$ cat config.mk
export PLATFORM = sky130hd
export DESIGN_NAME = tsp_ports
export DESIGN_NICKNAME = d
export VERILOG_FILES = /design/src/rtl/tsp_pkg.sv /design/src/rtl/tsp_pin_cell.sv /design/src/rtl/tsp_ports.sv /design/src/rtl/tsp_wb_slave.sv
export SDC_FILE = /design/constraint.sdc
export NUM_CORES = 1
export LEC_CHECK = 0
export BUFFER_PORTS_ARGS = -buffer_cell sky130_fd_sc_hd__buf_2
export CAP_MARGIN = 20
export CORE_ASPECT_RATIO = 0.7
export CORE_MARGIN = 4
export CORE_UTILIZATION = 34
export CTS_CLUSTER_SIZE = 16
export DETAILED_ROUTE_END_ITERATION = 7
export PLACE_DENSITY = 0.74
export SYNTH_ARGS = -nofsm -noshare
export SYNTH_HDL_FRONTEND = slang
export SYNTH_SLANG_ARGS = --single-unit
$ cat constraint.sdc
create_clock -name clk_i -period 1.9 [get_ports clk_i]
set_input_delay 0.19 -clock clk_i [delete_from_list [all_inputs] [get_ports clk_i]]
set_output_delay 0.19 -clock clk_i [all_outputs]
set_load 0.05 [all_outputs]
$ cat src/rtl/tsp_pkg.sv
// package for the two-port shared gpio block
// assumes a 32-bit classic wishbone register bus, byte addressing
package tsp_pkg;

  // ---------------------------------------------------------------
  // register map (index times four gives the byte address)
  // ---------------------------------------------------------------
  localparam logic [7:0] TIMER_PORT_DATA_IDX  = 8'h03;
  localparam logic [7:0] SERIAL_PORT_DATA_IDX = 8'h08;
  localparam logic [7:0] TIMER_PORT_DIR_IDX   = 8'h07;
  localparam logic [7:0] SERIAL_PORT_DIR_IDX  = 8'h0C;
  localparam logic [7:0] SHARE_CTRL_IDX       = 8'h10;
  localparam int         ADDR_W               = 8;
  localparam int         PORT_W               = 2;

  // ---------------------------------------------------------------
  // share control field positions
  // ---------------------------------------------------------------
  localparam int CTRL_CH0_SEL_LO = 0;
  localparam int CTRL_CH0_SEL_HI = 1;
  localparam int CTRL_CH1_SEL_LO = 2;
  localparam int CTRL_CH1_SEL_HI = 3;
  localparam int CTRL_SER_EN     = 4;
  localparam int CTRL_W          = 5;

  // ---------------------------------------------------------------
  // reset values
  // ---------------------------------------------------------------
  localparam logic [1:0]  DIR_RST  = 2'h0;
  localparam logic [4:0]  CTRL_RST = 5'h00;
  localparam logic [31:0] RD_ZERO  = 32'h0000_0000;

  localparam int SER_TX_PIN = 0;
  localparam int SER_RX_PIN = 1;

  typedef enum logic [1:0] {
    TSP_IDLE,
    TSP_ACK
  } tsp_bus_t;

endpackage : tsp_pkg

$ cat src/rtl/tsp_pin_cell.sv
// one shared bidirectional pin: latch/direction/peripheral muxing
// assumes pin inputs are synchronous to clk_i
`timescale 1ns/1ps
module tsp_pin_cell
  import tsp_pkg::*;
(
  input  wire logic latch_i,
  input  wire logic dir_i,
  input  wire logic per_own_i,
  input  wire logic per_oe_i,
  input  wire logic per_out_i,
  input  wire logic pin_in_i,
  output logic      pin_o,
  output logic      pin_oe_o,
  output logic      rd_o
);

  // -----------------------------------------------------------------
  // drive and read-back
  // -----------------------------------------------------------------
  always_comb begin
    pin_oe_o = per_own_i ? per_oe_i : dir_i;
    pin_o    = per_own_i ? per_out_i : latch_i;
    rd_o     = dir_i ? latch_i : pin_in_i;
  end

endmodule : tsp_pin_cell

$ cat src/rtl/tsp_ports.sv
// two 2-bit shared gpio ports behind a classic wishbone slave
// assumes timer and serial units sit outside and drive the share ports
//
// Summary of operation
// - timer port has a software read/write latch for each of two pins
// - timer port direction 1 drives latch onto pin, 0 leaves pin input
// - reset clears timer port direction bits, all pins inputs
// - timer port read gives latch where direction 1, pin level where 0
// - data writes always update latches regardless of direction
// - timer channel selection takes pin direction; direction bit still picks read
// - serial port latches are read/write and untouched by reset
// - serial port direction 1 enables driver, 0 leaves pin input
// - reset clears serial port direction bits
// - serial port read gives latch where direction 1, pin where 0
// - serial enable gives pin 1 to receive, pin 0 to transmit
// - serial-owned pins ignore direction bit except for read source
// - clearing serial enable releases both serial pins at once
//
// Design decision made here: register access over Wishbone.
`timescale 1ns/1ps
module tsp_ports
  import tsp_pkg::*;
(
  input  wire logic               clk_i,
  input  wire logic               rst_i,
  input  wire logic               wb_cyc_i,
  input  wire logic               wb_stb_i,
  input  wire logic               wb_we_i,
  input  wire logic [31:0]        wb_adr_i,
  input  wire logic [3:0]         wb_sel_i,
  input  wire logic [31:0]        wb_dat_i,
  output logic      [31:0]        wb_dat_o,
  output logic                    wb_ack_o,
  input  wire logic [PORT_W-1:0]  timer_pin_i,
  output logic      [PORT_W-1:0]  timer_pin_o,
  output logic      [PORT_W-1:0]  timer_pin_oe_o,
  input  wire logic [PORT_W-1:0]  timer_chan_oe_i,
  input  wire logic [PORT_W-1:0]  timer_chan_out_i,
  output logic      [PORT_W-1:0]  timer_chan_in_o,
  input  wire logic [PORT_W-1:0]  serial_pin_i,
  output logic      [PORT_W-1:0]  serial_pin_o,
  output logic      [PORT_W-1:0]  serial_pin_oe_o,
  input  wire logic               serial_tx_i,
  output logic                    serial_rx_o,
  output logic                    serial_enable_o
);

  // -----------------------------------------------------------------
  // registers
  // -----------------------------------------------------------------
  logic [PORT_W-1:0] timer_port_latch_q;
  logic [PORT_W-1:0] timer_port_dir_q;
  logic [PORT_W-1:0] serial_port_latch_q;
  logic [PORT_W-1:0] serial_port_dir_q;
  logic [CTRL_W-1:0] share_ctrl_q;
  logic [PORT_W-1:0] timer_rd;
  logic [PORT_W-1:0] serial_rd;
  logic [PORT_W-1:0] timer_own;
  logic [PORT_W-1:0] serial_own;
  logic [PORT_W-1:0] serial_per_oe;
  logic [PORT_W-1:0] serial_per_out;
  logic              take;
  logic              wr_en;
  logic [ADDR_W-1:0] idx;
  logic              serial_enable;

  tsp_wb_slave u_bus (
    .clk_i  (clk_i),
    .rst_i  (rst_i),
    .cyc_i  (wb_cyc_i),
    .stb_i  (wb_stb_i),
    .ack_o  (wb_ack_o),
    .take_o (take)
  );

  assign idx   = wb_adr_i[ADDR_W+1:2];
  assign wr_en = take && wb_we_i && wb_sel_i[0] && (wb_adr_i[31:ADDR_W+2] == '0);

  // -----------------------------------------------------------------
  // data latches, no reset so contents survive it
  // -----------------------------------------------------------------
  always_ff @(posedge clk_i) begin
    if (wr_en && idx == TIMER_PORT_DATA_IDX) begin
      timer_port_latch_q <= wb_dat_i[PORT_W-1:0];
    end
    if (wr_en && idx == SERIAL_PORT_DATA_IDX) begin
      serial_port_latch_q <= wb_dat_i[PORT_W-1:0];
    end
  end

  // -----------------------------------------------------------------
  // direction and share control
  // -----------------------------------------------------------------
  always_ff @(posedge clk_i) begin
    if (rst_i) begin
      timer_port_dir_q  <= DIR_RST;
      serial_port_dir_q <= DIR_RST;
      share_ctrl_q      <= CTRL_RST;
    end else if (wr_en) begin
      if (idx == TIMER_PORT_DIR_IDX)  timer_port_dir_q  <= wb_dat_i[PORT_W-1:0];
      if (idx == SERIAL_PORT_DIR_IDX) serial_port_dir_q <= wb_dat_i[PORT_W-1:0];
      if (idx == SHARE_CTRL_IDX)      share_ctrl_q      <= wb_dat_i[CTRL_W-1:0];
    end
  end

  // -----------------------------------------------------------------
  // pin ownership; combinational so release is immediate
  // -----------------------------------------------------------------
  assign serial_enable = share_ctrl_q[CTRL_SER_EN];
  assign timer_own[0]  = share_ctrl_q[CTRL_CH0_SEL_HI] | share_ctrl_q[CTRL_CH0_SEL_LO];
  assign timer_own[1]  = share_ctrl_q[CTRL_CH1_SEL_HI] | share_ctrl_q[CTRL_CH1_SEL_LO];
  assign serial_own    = {PORT_W{serial_enable}};
  assign serial_per_oe = 2'b01;
  assign serial_per_out = {1'b0, serial_tx_i};
  assign serial_enable_o = serial_enable;
  assign serial_rx_o   = serial_enable ? serial_pin_i[SER_RX_PIN] : 1'b1;
  assign timer_chan_in_o = timer_pin_i;

  genvar g;
  generate
    for (g = 0; g < PORT_W; g++) begin : g_pin
      tsp_pin_cell u_timer (
        .latch_i   (timer_port_latch_q[g]),
        .dir_i     (timer_port_dir_q[g]),
        .per_own_i (timer_own[g]),
        .per_oe_i  (timer_chan_oe_i[g]),
        .per_out_i (timer_chan_out_i[g]),
        .pin_in_i  (timer_pin_i[g]),
        .pin_o     (timer_pin_o[g]),
        .pin_oe_o  (timer_pin_oe_o[g]),
        .rd_o      (timer_rd[g])
      );
      tsp_pin_cell u_serial (
        .latch_i   (serial_port_latch_q[g]),
        .dir_i     (serial_port_dir_q[g]),
        .per_own_i (serial_own[g]),
        .per_oe_i  (serial_per_oe[g]),
        .per_out_i (serial_per_out[g]),
        .pin_in_i  (serial_pin_i[g]),
        .pin_o     (serial_pin_o[g]),
        .pin_oe_o  (serial_pin_oe_o[g]),
        .rd_o      (serial_rd[g])
      );
    end
  endgenerate

  // -----------------------------------------------------------------
  // read data, registered on the same edge that raises ack
  // -----------------------------------------------------------------
  always_ff @(posedge clk_i) begin
    if (rst_i) begin
      wb_dat_o <= RD_ZERO;
    end else begin
      wb_dat_o <= RD_ZERO;
      if (wb_cyc_i && wb_stb_i && !wb_we_i && wb_adr_i[31:ADDR_W+2] == '0) begin
        case (idx)
          TIMER_PORT_DATA_IDX:  wb_dat_o[PORT_W-1:0] <= timer_rd;
          SERIAL_PORT_DATA_IDX: wb_dat_o[PORT_W-1:0] <= serial_rd;
          TIMER_PORT_DIR_IDX:   wb_dat_o[PORT_W-1:0] <= timer_port_dir_q;
          SERIAL_PORT_DIR_IDX:  wb_dat_o[PORT_W-1:0] <= serial_port_dir_q;
          SHARE_CTRL_IDX:       wb_dat_o[CTRL_W-1:0] <= share_ctrl_q;
          default:              wb_dat_o <= RD_ZERO;
        endcase
      end
    end
  end

  // -----------------------------------------------------------------
  // checks
  // -----------------------------------------------------------------
  chk_timer_dir_reset: assert property (@(posedge clk_i)
    $past(rst_i) |-> timer_port_dir_q == DIR_RST) else $error("timer dir not cleared");
  chk_serial_dir_reset: assert property (@(posedge clk_i)
    $past(rst_i) |-> serial_port_dir_q == DIR_RST) else $error("serial dir not cleared");
  chk_timer_gpio_oe: assert property (@(posedge clk_i) disable iff (rst_i)
    timer_own == '0 |-> timer_pin_oe_o == timer_port_dir_q) else $error("timer oe bad");
  chk_timer_chan_oe: assert property (@(posedge clk_i) disable iff (rst_i)
    timer_own[0] |-> timer_pin_oe_o[0] == timer_chan_oe_i[0]) else $error("chan oe bad");
  chk_serial_release: assert property (@(posedge clk_i) disable iff (rst_i)
    !serial_enable |-> serial_pin_oe_o == serial_port_dir_q) else $error("no release");
  chk_serial_tx_own: assert property (@(posedge clk_i) disable iff (rst_i)
    serial_enable |-> serial_pin_oe_o[0] && serial_pin_o[0] == serial_tx_i
    && !serial_pin_oe_o[1]) else $error("serial own bad");
  chk_latch_write: assert property (@(posedge clk_i) disable iff (rst_i)
    wr_en && idx == TIMER_PORT_DATA_IDX |=> timer_port_latch_q == $past(wb_dat_i[1:0]))
    else $error("latch write lost");
  chk_timer_read: assert property (@(posedge clk_i) disable iff (rst_i)
    wb_cyc_i && wb_stb_i && !wb_we_i && !wb_ack_o && wb_adr_i == 32'h0000_000C
    |=> wb_ack_o && wb_dat_o[1:0] == $past(timer_rd) && wb_dat_o[31:2] == '0)
    else $error("timer read bad");
  chk_serial_read: assert property (@(posedge clk_i) disable iff (rst_i)
    serial_port_dir_q == 2'b00 |-> serial_rd == serial_pin_i) else $error("pin read bad");

endmodule : tsp_ports

$ cat src/rtl/tsp_wb_slave.sv
// classic wishbone slave handshake, one wait state then ack
// assumes a master that holds the request until ack
`timescale 1ns/1ps
module tsp_wb_slave
  import tsp_pkg::*;
(
  input  wire logic clk_i,
  input  wire logic rst_i,
  input  wire logic cyc_i,
  input  wire logic stb_i,
  output logic      ack_o,
  output logic      take_o
);

  tsp_bus_t state_q;

  // -----------------------------------------------------------------
  // ack one cycle after request, drop it in the next
  // -----------------------------------------------------------------
  always_ff @(posedge clk_i) begin
    if (rst_i) begin
      state_q <= TSP_IDLE;
    end else begin
      case (state_q)
        TSP_IDLE: if (cyc_i && stb_i) state_q <= TSP_ACK;
        TSP_ACK:  state_q <= TSP_IDLE;
        default:  state_q <= TSP_IDLE;
      endcase
    end
  end

  assign ack_o  = (state_q == TSP_ACK);
  assign take_o = ack_o && cyc_i && stb_i;

endmodule : tsp_wb_slave

==> impl_summary.md, run 1 <==
Timing
The worst hold slack across all endpoints is between 0.15 and 0.2 ns. The worst max-slew margin expressed relative to the limit is 64.4%. Setup repair after global routing left no endpoint under its margin. The final worst clock skew is 0.00610 ns.

After layout, the worst setup slack is 0.112 ns. The hold violation count in the final report came to 0. The count of final max-slew check failures is 0. After layout, the minimum clock period comes to 1.79 ns. Static timing analysis puts the maximum clock frequency at between 500 and 600 MHz. Setup violations remaining at the end of the flow were counted as 0. The final worst-path cycle share is between 90% and 100%. For the pin with the worst max-slew slack, the measured transition is 0.530 ns.

Power
The peak ir drop on the vdd network is ~0.00023 V. The fraction of power consumed by combinational cells is 24.1%. The internal power is 0.610 mW. Of the total power, the share spent switching nets is 33.8%. Of the total power, registers draw between 40% and 50%. Summed over all cells, the static leakage comes to 0.743 nW. The part of the total power dissipated in the clock network is a little over 30%. Dividing total power by cell area gives a power density of ~540 nW/µm².

The reported net switching power is between 0.3 and 0.4 mW.

Worst setup path
The critical path class is in2reg. The depth of the most critical reg-to-reg path is 5. The worst-case register-to-register setup slack is 0.30 ns. The arrival time at the worst endpoint is 1.75 ns. The kind of start point of the critical path is a primary input. For the worst setup path, the data required time is between 1.5 and 2 ns. The worst register-to-register path ends at share_ctrl_q[0].

The largest fanout on the critical path is 5. The reg-to-reg critical path startpoint is u_bus.state_q[0]. The capturing element type of the critical path is a flop.

CTS
For the worst-skew pair, the clock arrives at the later sink with an insertion delay of 0.26 ns. The clock root buffer is sky130_fd_sc_hd__clkbuf_8. The clock net in this run drives a total of 19 sinks. The total number of H-tree levels is 1. Clock-pin slew was measured on the worst setup and hold paths at 0.07 ns. TritonCTS built the clock tree. Buffers added to address setup during post-CTS repair amount to 0. The count of hold buffers inserted by post-cts repair is 0.

Clock tree synthesis inserted a total of 3 buffers. The buffer depth of the longest clock path is 2. The quantity of gates resized following cts is 0.

Yosys
The fraction of the mapped netlist area in compound gates is 12.0%. After Yosys synthesis, and, or, nand and nor cells account for 27.5% of the synthesized area. The count of synthesis-stage warnings from yosys is 0. The cell area after synthesis is 1380 µm².

The proportion of synthesized area in mux cells is 6.96%. The synthesized netlist devotes 0% of its cell area to adder and majority cells. Counting flops and latches in the post-synthesis netlist gives 19. A synthesized cell averages 8.87 µm². The number of distinct library cell variants in the gate-level netlist after synthesis is 37. After Yosys synthesis, XOR and XNOR cells account for 0% of the synthesized area.

The dominant combinational cell family by area after synthesis is simple AND/OR/NAND/NOR gates. The sequential share of the synthesized area is 30.4%. Synthesis handed over a netlist of 156 instances.

Worst hold path
The worst hold path terminates at serial_port_latch_q[1]. Along the worst hold path, the cell count comes to 1. The min-delay analysis places its worst path in the category in2reg. The hold path startpoint is wb_dat_i[1].

Drt
The routed wire length per instance is between 10 and 15 µm. Once detail routing completed, the nets flagged for antenna violations numbered 0. After detailed routing, the number of vias per cell comes to between 4 and 5. Detailed routing inserted a total of 1325 vias.

The final layout contains routed wiring with a total length of around 3600 µm. After detailed routing, the number of remaining DRC violations is 0. The first-pass iteration count of the detailed router is 4. In this run, the number of DRC markers left after iteration 0 of detailed routing was 94.

Die
The count of standard-cell rows is 19. The count of boundary I/O pins is roughly 130. The floorplan step set the die height to 61.4 µm. The floorplan step defined a die boundary enclosing approximately 5200 µm². In this run the horizontal extent of the chip is 84.3 µm.

The placeable core area is 3920 µm². The initial core utilization is 35.3%.

Layout
Leaving out fill and tap cells, the most frequent cell in the layout is sky130_fd_sc_hd__buf_2. The final net count is 304. The library cells used most frequently in the layout, excluding fill and tap cells, are 67 x sky130_fd_sc_hd__buf_2, 27 x sky130_fd_sc_hd__conb_1, 14 x sky130_fd_sc_hd__dfxtp_1. The area growth from synthesis to layout is 22.4%. The number of fill cells is a little over 400. In the final layout, the share of cells above drive strength 1 is 43.9%.

The number of antenna diodes in the final layout is 0. The final design instance area without fill is roughly 1700 µm².

GRT
The number of antenna violations at the first check in global routing is 0. The residual overflow from global routing is 0. Global routing used 13.7% of the available tracks. The number of global-route vias before repair is 1168.

The first global-routing pass estimated 5510 µm of wire. Entering global routing, the biggest net connects 12 pins.

Place
Summing all placed instances gives a cell area of 1650 µm². Routability-driven placement finished with a final weighted congestion of 0.924. The setup slack at placement is -0.153 ns.

The half-perimeter wire length after detailed placement is 2970 µm. The total of buffers placed on input and output ports is 67.

Run status
The flow ran to the end, and the final reports show no timing, DRC or antenna violations.

Flow run
The number of max-cap violations is 0.
-- cell type report --
| class | instances | area, µm² | area share, % |
|---|---|---|---|
| Clock inverter | 1 | 5.00 | 0.295 |
| Timing Repair Buffer | 76 | 403 | 23.8 |
| Inverter | 2 | 7.51 | 0.443 |
| Sequential cell | 19 | 422 | 24.9 |
| Clock buffer | 3 | 41.3 | 2.44 |
| Multi-Input combinational cell | 120 | 751 | 44.3 |
| Tap cell | 52 | 65.1 | 3.84 |
-- cells in the mapped netlist --
library cell	count	area share (%)
sky130_fd_sc_hd__buf_4	37	20
sky130_fd_sc_hd__nand2b_1	1	0.45
sky130_fd_sc_hd__or2_2	2	0.90
sky130_fd_sc_hd__dfxtp_1	15	22
sky130_fd_sc_hd__buf_6	2	1.6
sky130_fd_sc_hd__and2_1	3	1.4
sky130_fd_sc_hd__o22ai_1	2	0.90
sky130_fd_sc_hd__nor4_1	3	1.4
sky130_fd_sc_hd__or3_1	2	0.90
sky130_fd_sc_hd__or4_4	4	3.3
sky130_fd_sc_hd__o31ai_1	9	4.9
sky130_fd_sc_hd__mux2i_1	4	2.9
sky130_fd_sc_hd__buf_2	1	0.36
sky130_fd_sc_hd__nor2b_1	2	0.90
sky130_fd_sc_hd__clkbuf_1	1	0.27
sky130_fd_sc_hd__nand3b_1	3	1.6
sky130_fd_sc_hd__edfxtp_1	4	8.7
sky130_fd_sc_hd__and3b_1	1	0.63
sky130_fd_sc_hd__nor3_1	3	1.1
sky130_fd_sc_hd__nand2_1	4	1.1
sky130_fd_sc_hd__nor3b_1	1	0.54
sky130_fd_sc_hd__mux2_2	5	4.1
sky130_fd_sc_hd__nor2_1	6	1.6
sky130_fd_sc_hd__nand4_1	10	4.5
sky130_fd_sc_hd__a21oi_1	10	3.6
sky130_fd_sc_hd__nor3_2	1	0.72
sky130_fd_sc_hd__nor4_2	1	0.90
sky130_fd_sc_hd__a22oi_1	2	1.1
sky130_fd_sc_hd__and3_1	3	1.4
sky130_fd_sc_hd__a31oi_1	2	0.90
sky130_fd_sc_hd__inv_1	2	0.54
sky130_fd_sc_hd__nand3_1	2	0.72
sky130_fd_sc_hd__or3b_2	1	0.63
sky130_fd_sc_hd__conb_1	1	0.27
sky130_fd_sc_hd__or4b_1	1	0.72
sky130_fd_sc_hd__or4_1	4	2.2
sky130_fd_sc_hd__o2111ai_1	1	0.63
-- per-stage QoR --
step | TNS [ns] | instances | total power [mW] | utilization [%]
2_1_floorplan | -0.0919 | 182 | 0.621 | -
3_3_place_gp | -1.31 | 269 | 0.639 | 42.0
3_5_place_dp | -1.61 | 269 | 0.642 | 42.0
4_1_cts | 0 | 273 | 0.925 | 43.2
5_1_grt | 0 | 273 | 0.958 | 43.2
6_report | 0 | 273 | 0.922 | 43.2
-- how the worst max path moves through the flow --
| stage | start | to | slack [ns] | depth (start not counted) |
|---|---|---|---|---|
| detailed placement | wb_adr_i[11] | timer_port_latch_q[1] | -0.15 | 5 |
| global route | wb_adr_i[17] | share_ctrl_q[3] | 0.07 | 6 |
| finish | wb_adr_i[20] | timer_port_latch_q[1] | 0.11 | 5 |
| CTS | wb_adr_i[11] | timer_port_latch_q[1] | 0.13 | 5 |
| floorplan | wb_adr_i[11] | serial_port_latch_q[0] | -0.02 | 5 |
| global placement | wb_adr_i[11] | timer_port_latch_q[1] | -0.16 | 5 |
-- cells by family after synthesis --
logic type | after synthesis
flops | 19
other cells | 1
buf+inv | 43
mux | 9
compound gates | 26
simple gates | 58
-- layer usage --
metal  track usage (%)  part of all wire (%)  up-vias
met3              4.95                    11        5
met5                 0                     0        -
met2              20.1                    42       72
li1                  -                     -      650
met4              5.50                   1.6        0
met1              18.6                    45      598
-- sequential cells by signal (all words and copies together) (netlist names) --
name / count
serial_port_latch_q: 2
share_ctrl_q: 5
timer_port_dir_q: 2
timer_port_latch_q: 2
wb_dat_o: 5
serial_port_dir_q: 2
u_bus.state_q: 1
-- power by group through the flow --
stage,Combinational [mW],Sequential [mW],Clock (mW)
2_1_floorplan,0.196,0.425,0
3_3_place_gp,0.217,0.422,0
3_5_place_dp,0.220,0.422,0
4_1_cts,0.220,0.413,0.292
5_1_grt,0.237,0.413,0.309
6_report,0.222,0.413,0.287
-- critical path, stage by stage --
cell,delay [ns]
sky130_fd_sc_hd__buf_2,0.09
sky130_fd_sc_hd__or4_1,0.55
sky130_fd_sc_hd__or4_4,0.55
sky130_fd_sc_hd__nor2_2,0.14
sky130_fd_sc_hd__and3_1,0.23
No activity file was read; power rests on OpenSTA's default activity.
==> inputs of run 2 (changes only) <==
Settings changed: CORE_MARGIN 4 to 1.
==> run 2 against run 1 <==
Against the previous run: worst hold slack improved by 0.015 ns; clock skew decreased by 0.0036 ns; combinational power barely moved; via count is 0.15% higher; core utilization is 2.4 points higher; setup slack improved by 0.031 ns; sequential power about the same; non-clock buffer count is 1 lower; die area shrank 16%; cell area down 0.66%; total power shrank 1.7%; largest power group unchanged.
==> impl_summary.md, run 2 (synthesized netlist as in run 1, its figures left out) <==
Run status
Result of the run: completed (unchanged).

Layout
Top library cells by usage in the layout, fill and taps aside: 67 x sky130_fd_sc_hd__buf_2, 27 x sky130_fd_sc_hd__conb_1, 14 x sky130_fd_sc_hd__dfxtp_1 (unchanged). The utilization after layout is 45.6% (was 43.2%). The post-synthesis to final-layout area growth is 21.6% (was 22.4%). Biggest registers after layout: share_ctrl_q x5, wb_dat_o x5 (unchanged).

The antenna cell count is 0 (unchanged). The number of standard cells in the final layout excluding fillers was 270 (was 273). The final design instance area without fill is 1680 µm² (was 1690 µm²). The most common cell after layout, fill and taps aside is sky130_fd_sc_hd__buf_2 (unchanged). The ratio of cells with drive above 1 in the final layout is 43.2% (was 43.9%).

The final net count is 303 (was 304).

Timing
The worst hold slack across all endpoints was 0.184 ns (was 0.169 ns). The post-layout minimum cycle time came to 1.76 ns (was 1.79 ns). The final worst-path cycle share came to 92.4% (was 94.1%). The count of final max-slew check failures is 0 (unchanged). The setup TNS is 0 ns (unchanged). The maximum operating frequency is 569 MHz (was 559 MHz). The hold violation count in the final report is 0 (unchanged).

The worst setup margin came to 0.144 ns (was 0.112 ns). The worst max-slew margin expressed relative to the limit is 65.8% (was 64.4%). Unrepaired setup endpoints after global routing: false (unchanged). The final worst clock skew was 0.00252 ns (was 0.00610 ns). The number of failing setup endpoints in the final timing report is 0 (unchanged). The slew at the pin closest to its max-slew limit is 0.509 ns (was 0.530 ns).

Power
The peak ir drop on the vdd network is 0.000227 V (about the same). The total leakage power is 0.737 nW (was 0.743 nW). The power density normalized to cell area came to 539 nW/µm² (was 544 nW/µm²). The total power consumption of the routed design was 0.907 mW (was 0.922 mW).

Place
The final weighted congestion in routability-driven placement is 0.893 (was 0.924). The setup slack at placement is -0.116 ns (was -0.153 ns). The half-perimeter wire length after detailed placement is 2770 µm (was 2970 µm). The total of buffers placed on input and output ports is 67 (unchanged).

The placed instance count is 266 (was 269). The placed standard-cell area is 1640 µm² (was 1650 µm²).

CTS
The total clock sinks is 19 (unchanged). The buffer count from post-CTS setup fixing is 0 (unchanged). The total number of H-tree levels is 1 (unchanged). The TritonCTS clock tree is done (unchanged).

The count of hold buffers inserted by post-cts repair is 0 (unchanged). The buffer depth of the longest clock path is 2 (unchanged). The clock-pin slew of the registers on the worst-case setup and hold paths is 0.07 ns (about the same). The number of buffers created by CTS was 3 (unchanged).

The clock root buffer was sky130_fd_sc_hd__clkbuf_8 (unchanged). The clock latency on the worst-skew pair is 0.25 ns (was 0.26 ns). The quantity of gates resized following cts was 0 (unchanged).

Die
The chip height came to 55.4 µm (was 61.4 µm). The die area is 4330 µm² (was 5170 µm²). The count of standard-cell rows is 18 (was 19).

The width of the die is 78.3 µm (was 84.3 µm). The placeable core area is 3690 µm² (was 3920 µm²). The initial core utilization is 37.5% (was 35.3%).

The count of boundary I/O pins is 127 (unchanged).

Drt
The total via count in the routed design is 1327 (was 1325). The first-pass iteration count of the detailed router was 4 (unchanged). The detailed-route DRC error count is 0 (unchanged). The count of nets left with antenna violations after detail routing is 0 (unchanged). The number of violations reported at the end of detailed-routing iteration 0 is 115 (was 94). The average via count per standard cell is 4.91 (was 4.85).

The overall routed net length is 3350 µm (was 3610 µm). The routed wire length per instance is 12.4 µm (was 13.2 µm).

Worst setup path
The largest fanout on the critical path is 9 (was 5). The depth of the most critical reg-to-reg path is 5 (unchanged). The kind of start point of the critical path is a primary input (unchanged).

The capturing element type of the critical path was a flop (unchanged). The arrival time at the worst endpoint is 1.89 ns (was 1.75 ns). The critical path class is in2reg (unchanged). The critical path required time came to 2.03 ns (was 1.87 ns).

GRT
The wire length of the first global-routing pass came to 5220 µm (was 5510 µm). The number of global-route vias before repair came to 1159 (was 1168). The pin count of the biggest net entering global routing came to 11 (was 12). The residual overflow from global routing is 0 (unchanged).

The number of antenna violations at the first check in global routing is 0 (unchanged). The aggregate global-route resource usage is 15.3% (was 13.7%).

Worst hold path
The worst hold-check path type is in2reg (unchanged). The number of stages on the worst hold path is 1 (unchanged).

Flow run
The number of max-cap violations is 0 (unchanged).
[run 2: where the power goes]
part | leakage (nW) | internal (mW) | switching, mW
Clock | 0.0228 | 0.149 | 0.123
Combinational | 0.557 | 0.0522 | 0.170
Sequential | 0.157 | 0.412 | 0.000649
[run 2: layer usage]
layer  up-vias  GRT usage [%]  routed length [µm]
met1       592           22.8                1630
met3         4           3.97                 334
met2        82           21.8                1370
met4         0           2.91                  19
met5         -              0                   0
li1        649              -                   -
[run 2: area by class of cell]
class	count	area, µm²
clock buffer	4	45.0
fill	370	2010
inverter	2	7.51
multi-input combinational	120	751
sequential	19	422
tap	50	62.6
timing repair buffer	75	395
[run 2: critical path: stages]
cell                      delay [ns]
sky130_fd_sc_hd__buf_2          0.10
sky130_fd_sc_hd__or4_4          0.52
sky130_fd_sc_hd__or4_4          0.53
sky130_fd_sc_hd__buf_4          0.19
sky130_fd_sc_hd__o31ai_1        0.26
sky130_fd_sc_hd__a21oi_1        0.09
[run 2: path summary, 6_finish.rpt]
path,from,endpoint,slack [ns]
min,wb_dat_i[0],serial_port_latch_q[0],0.18
max reg2reg,u_bus.state_q[0],timer_port_dir_q[1],0.34
max,wb_adr_i[11],timer_port_dir_q[1],0.14
min reg2reg,u_bus.state_q[0],u_bus.state_q[0],0.42
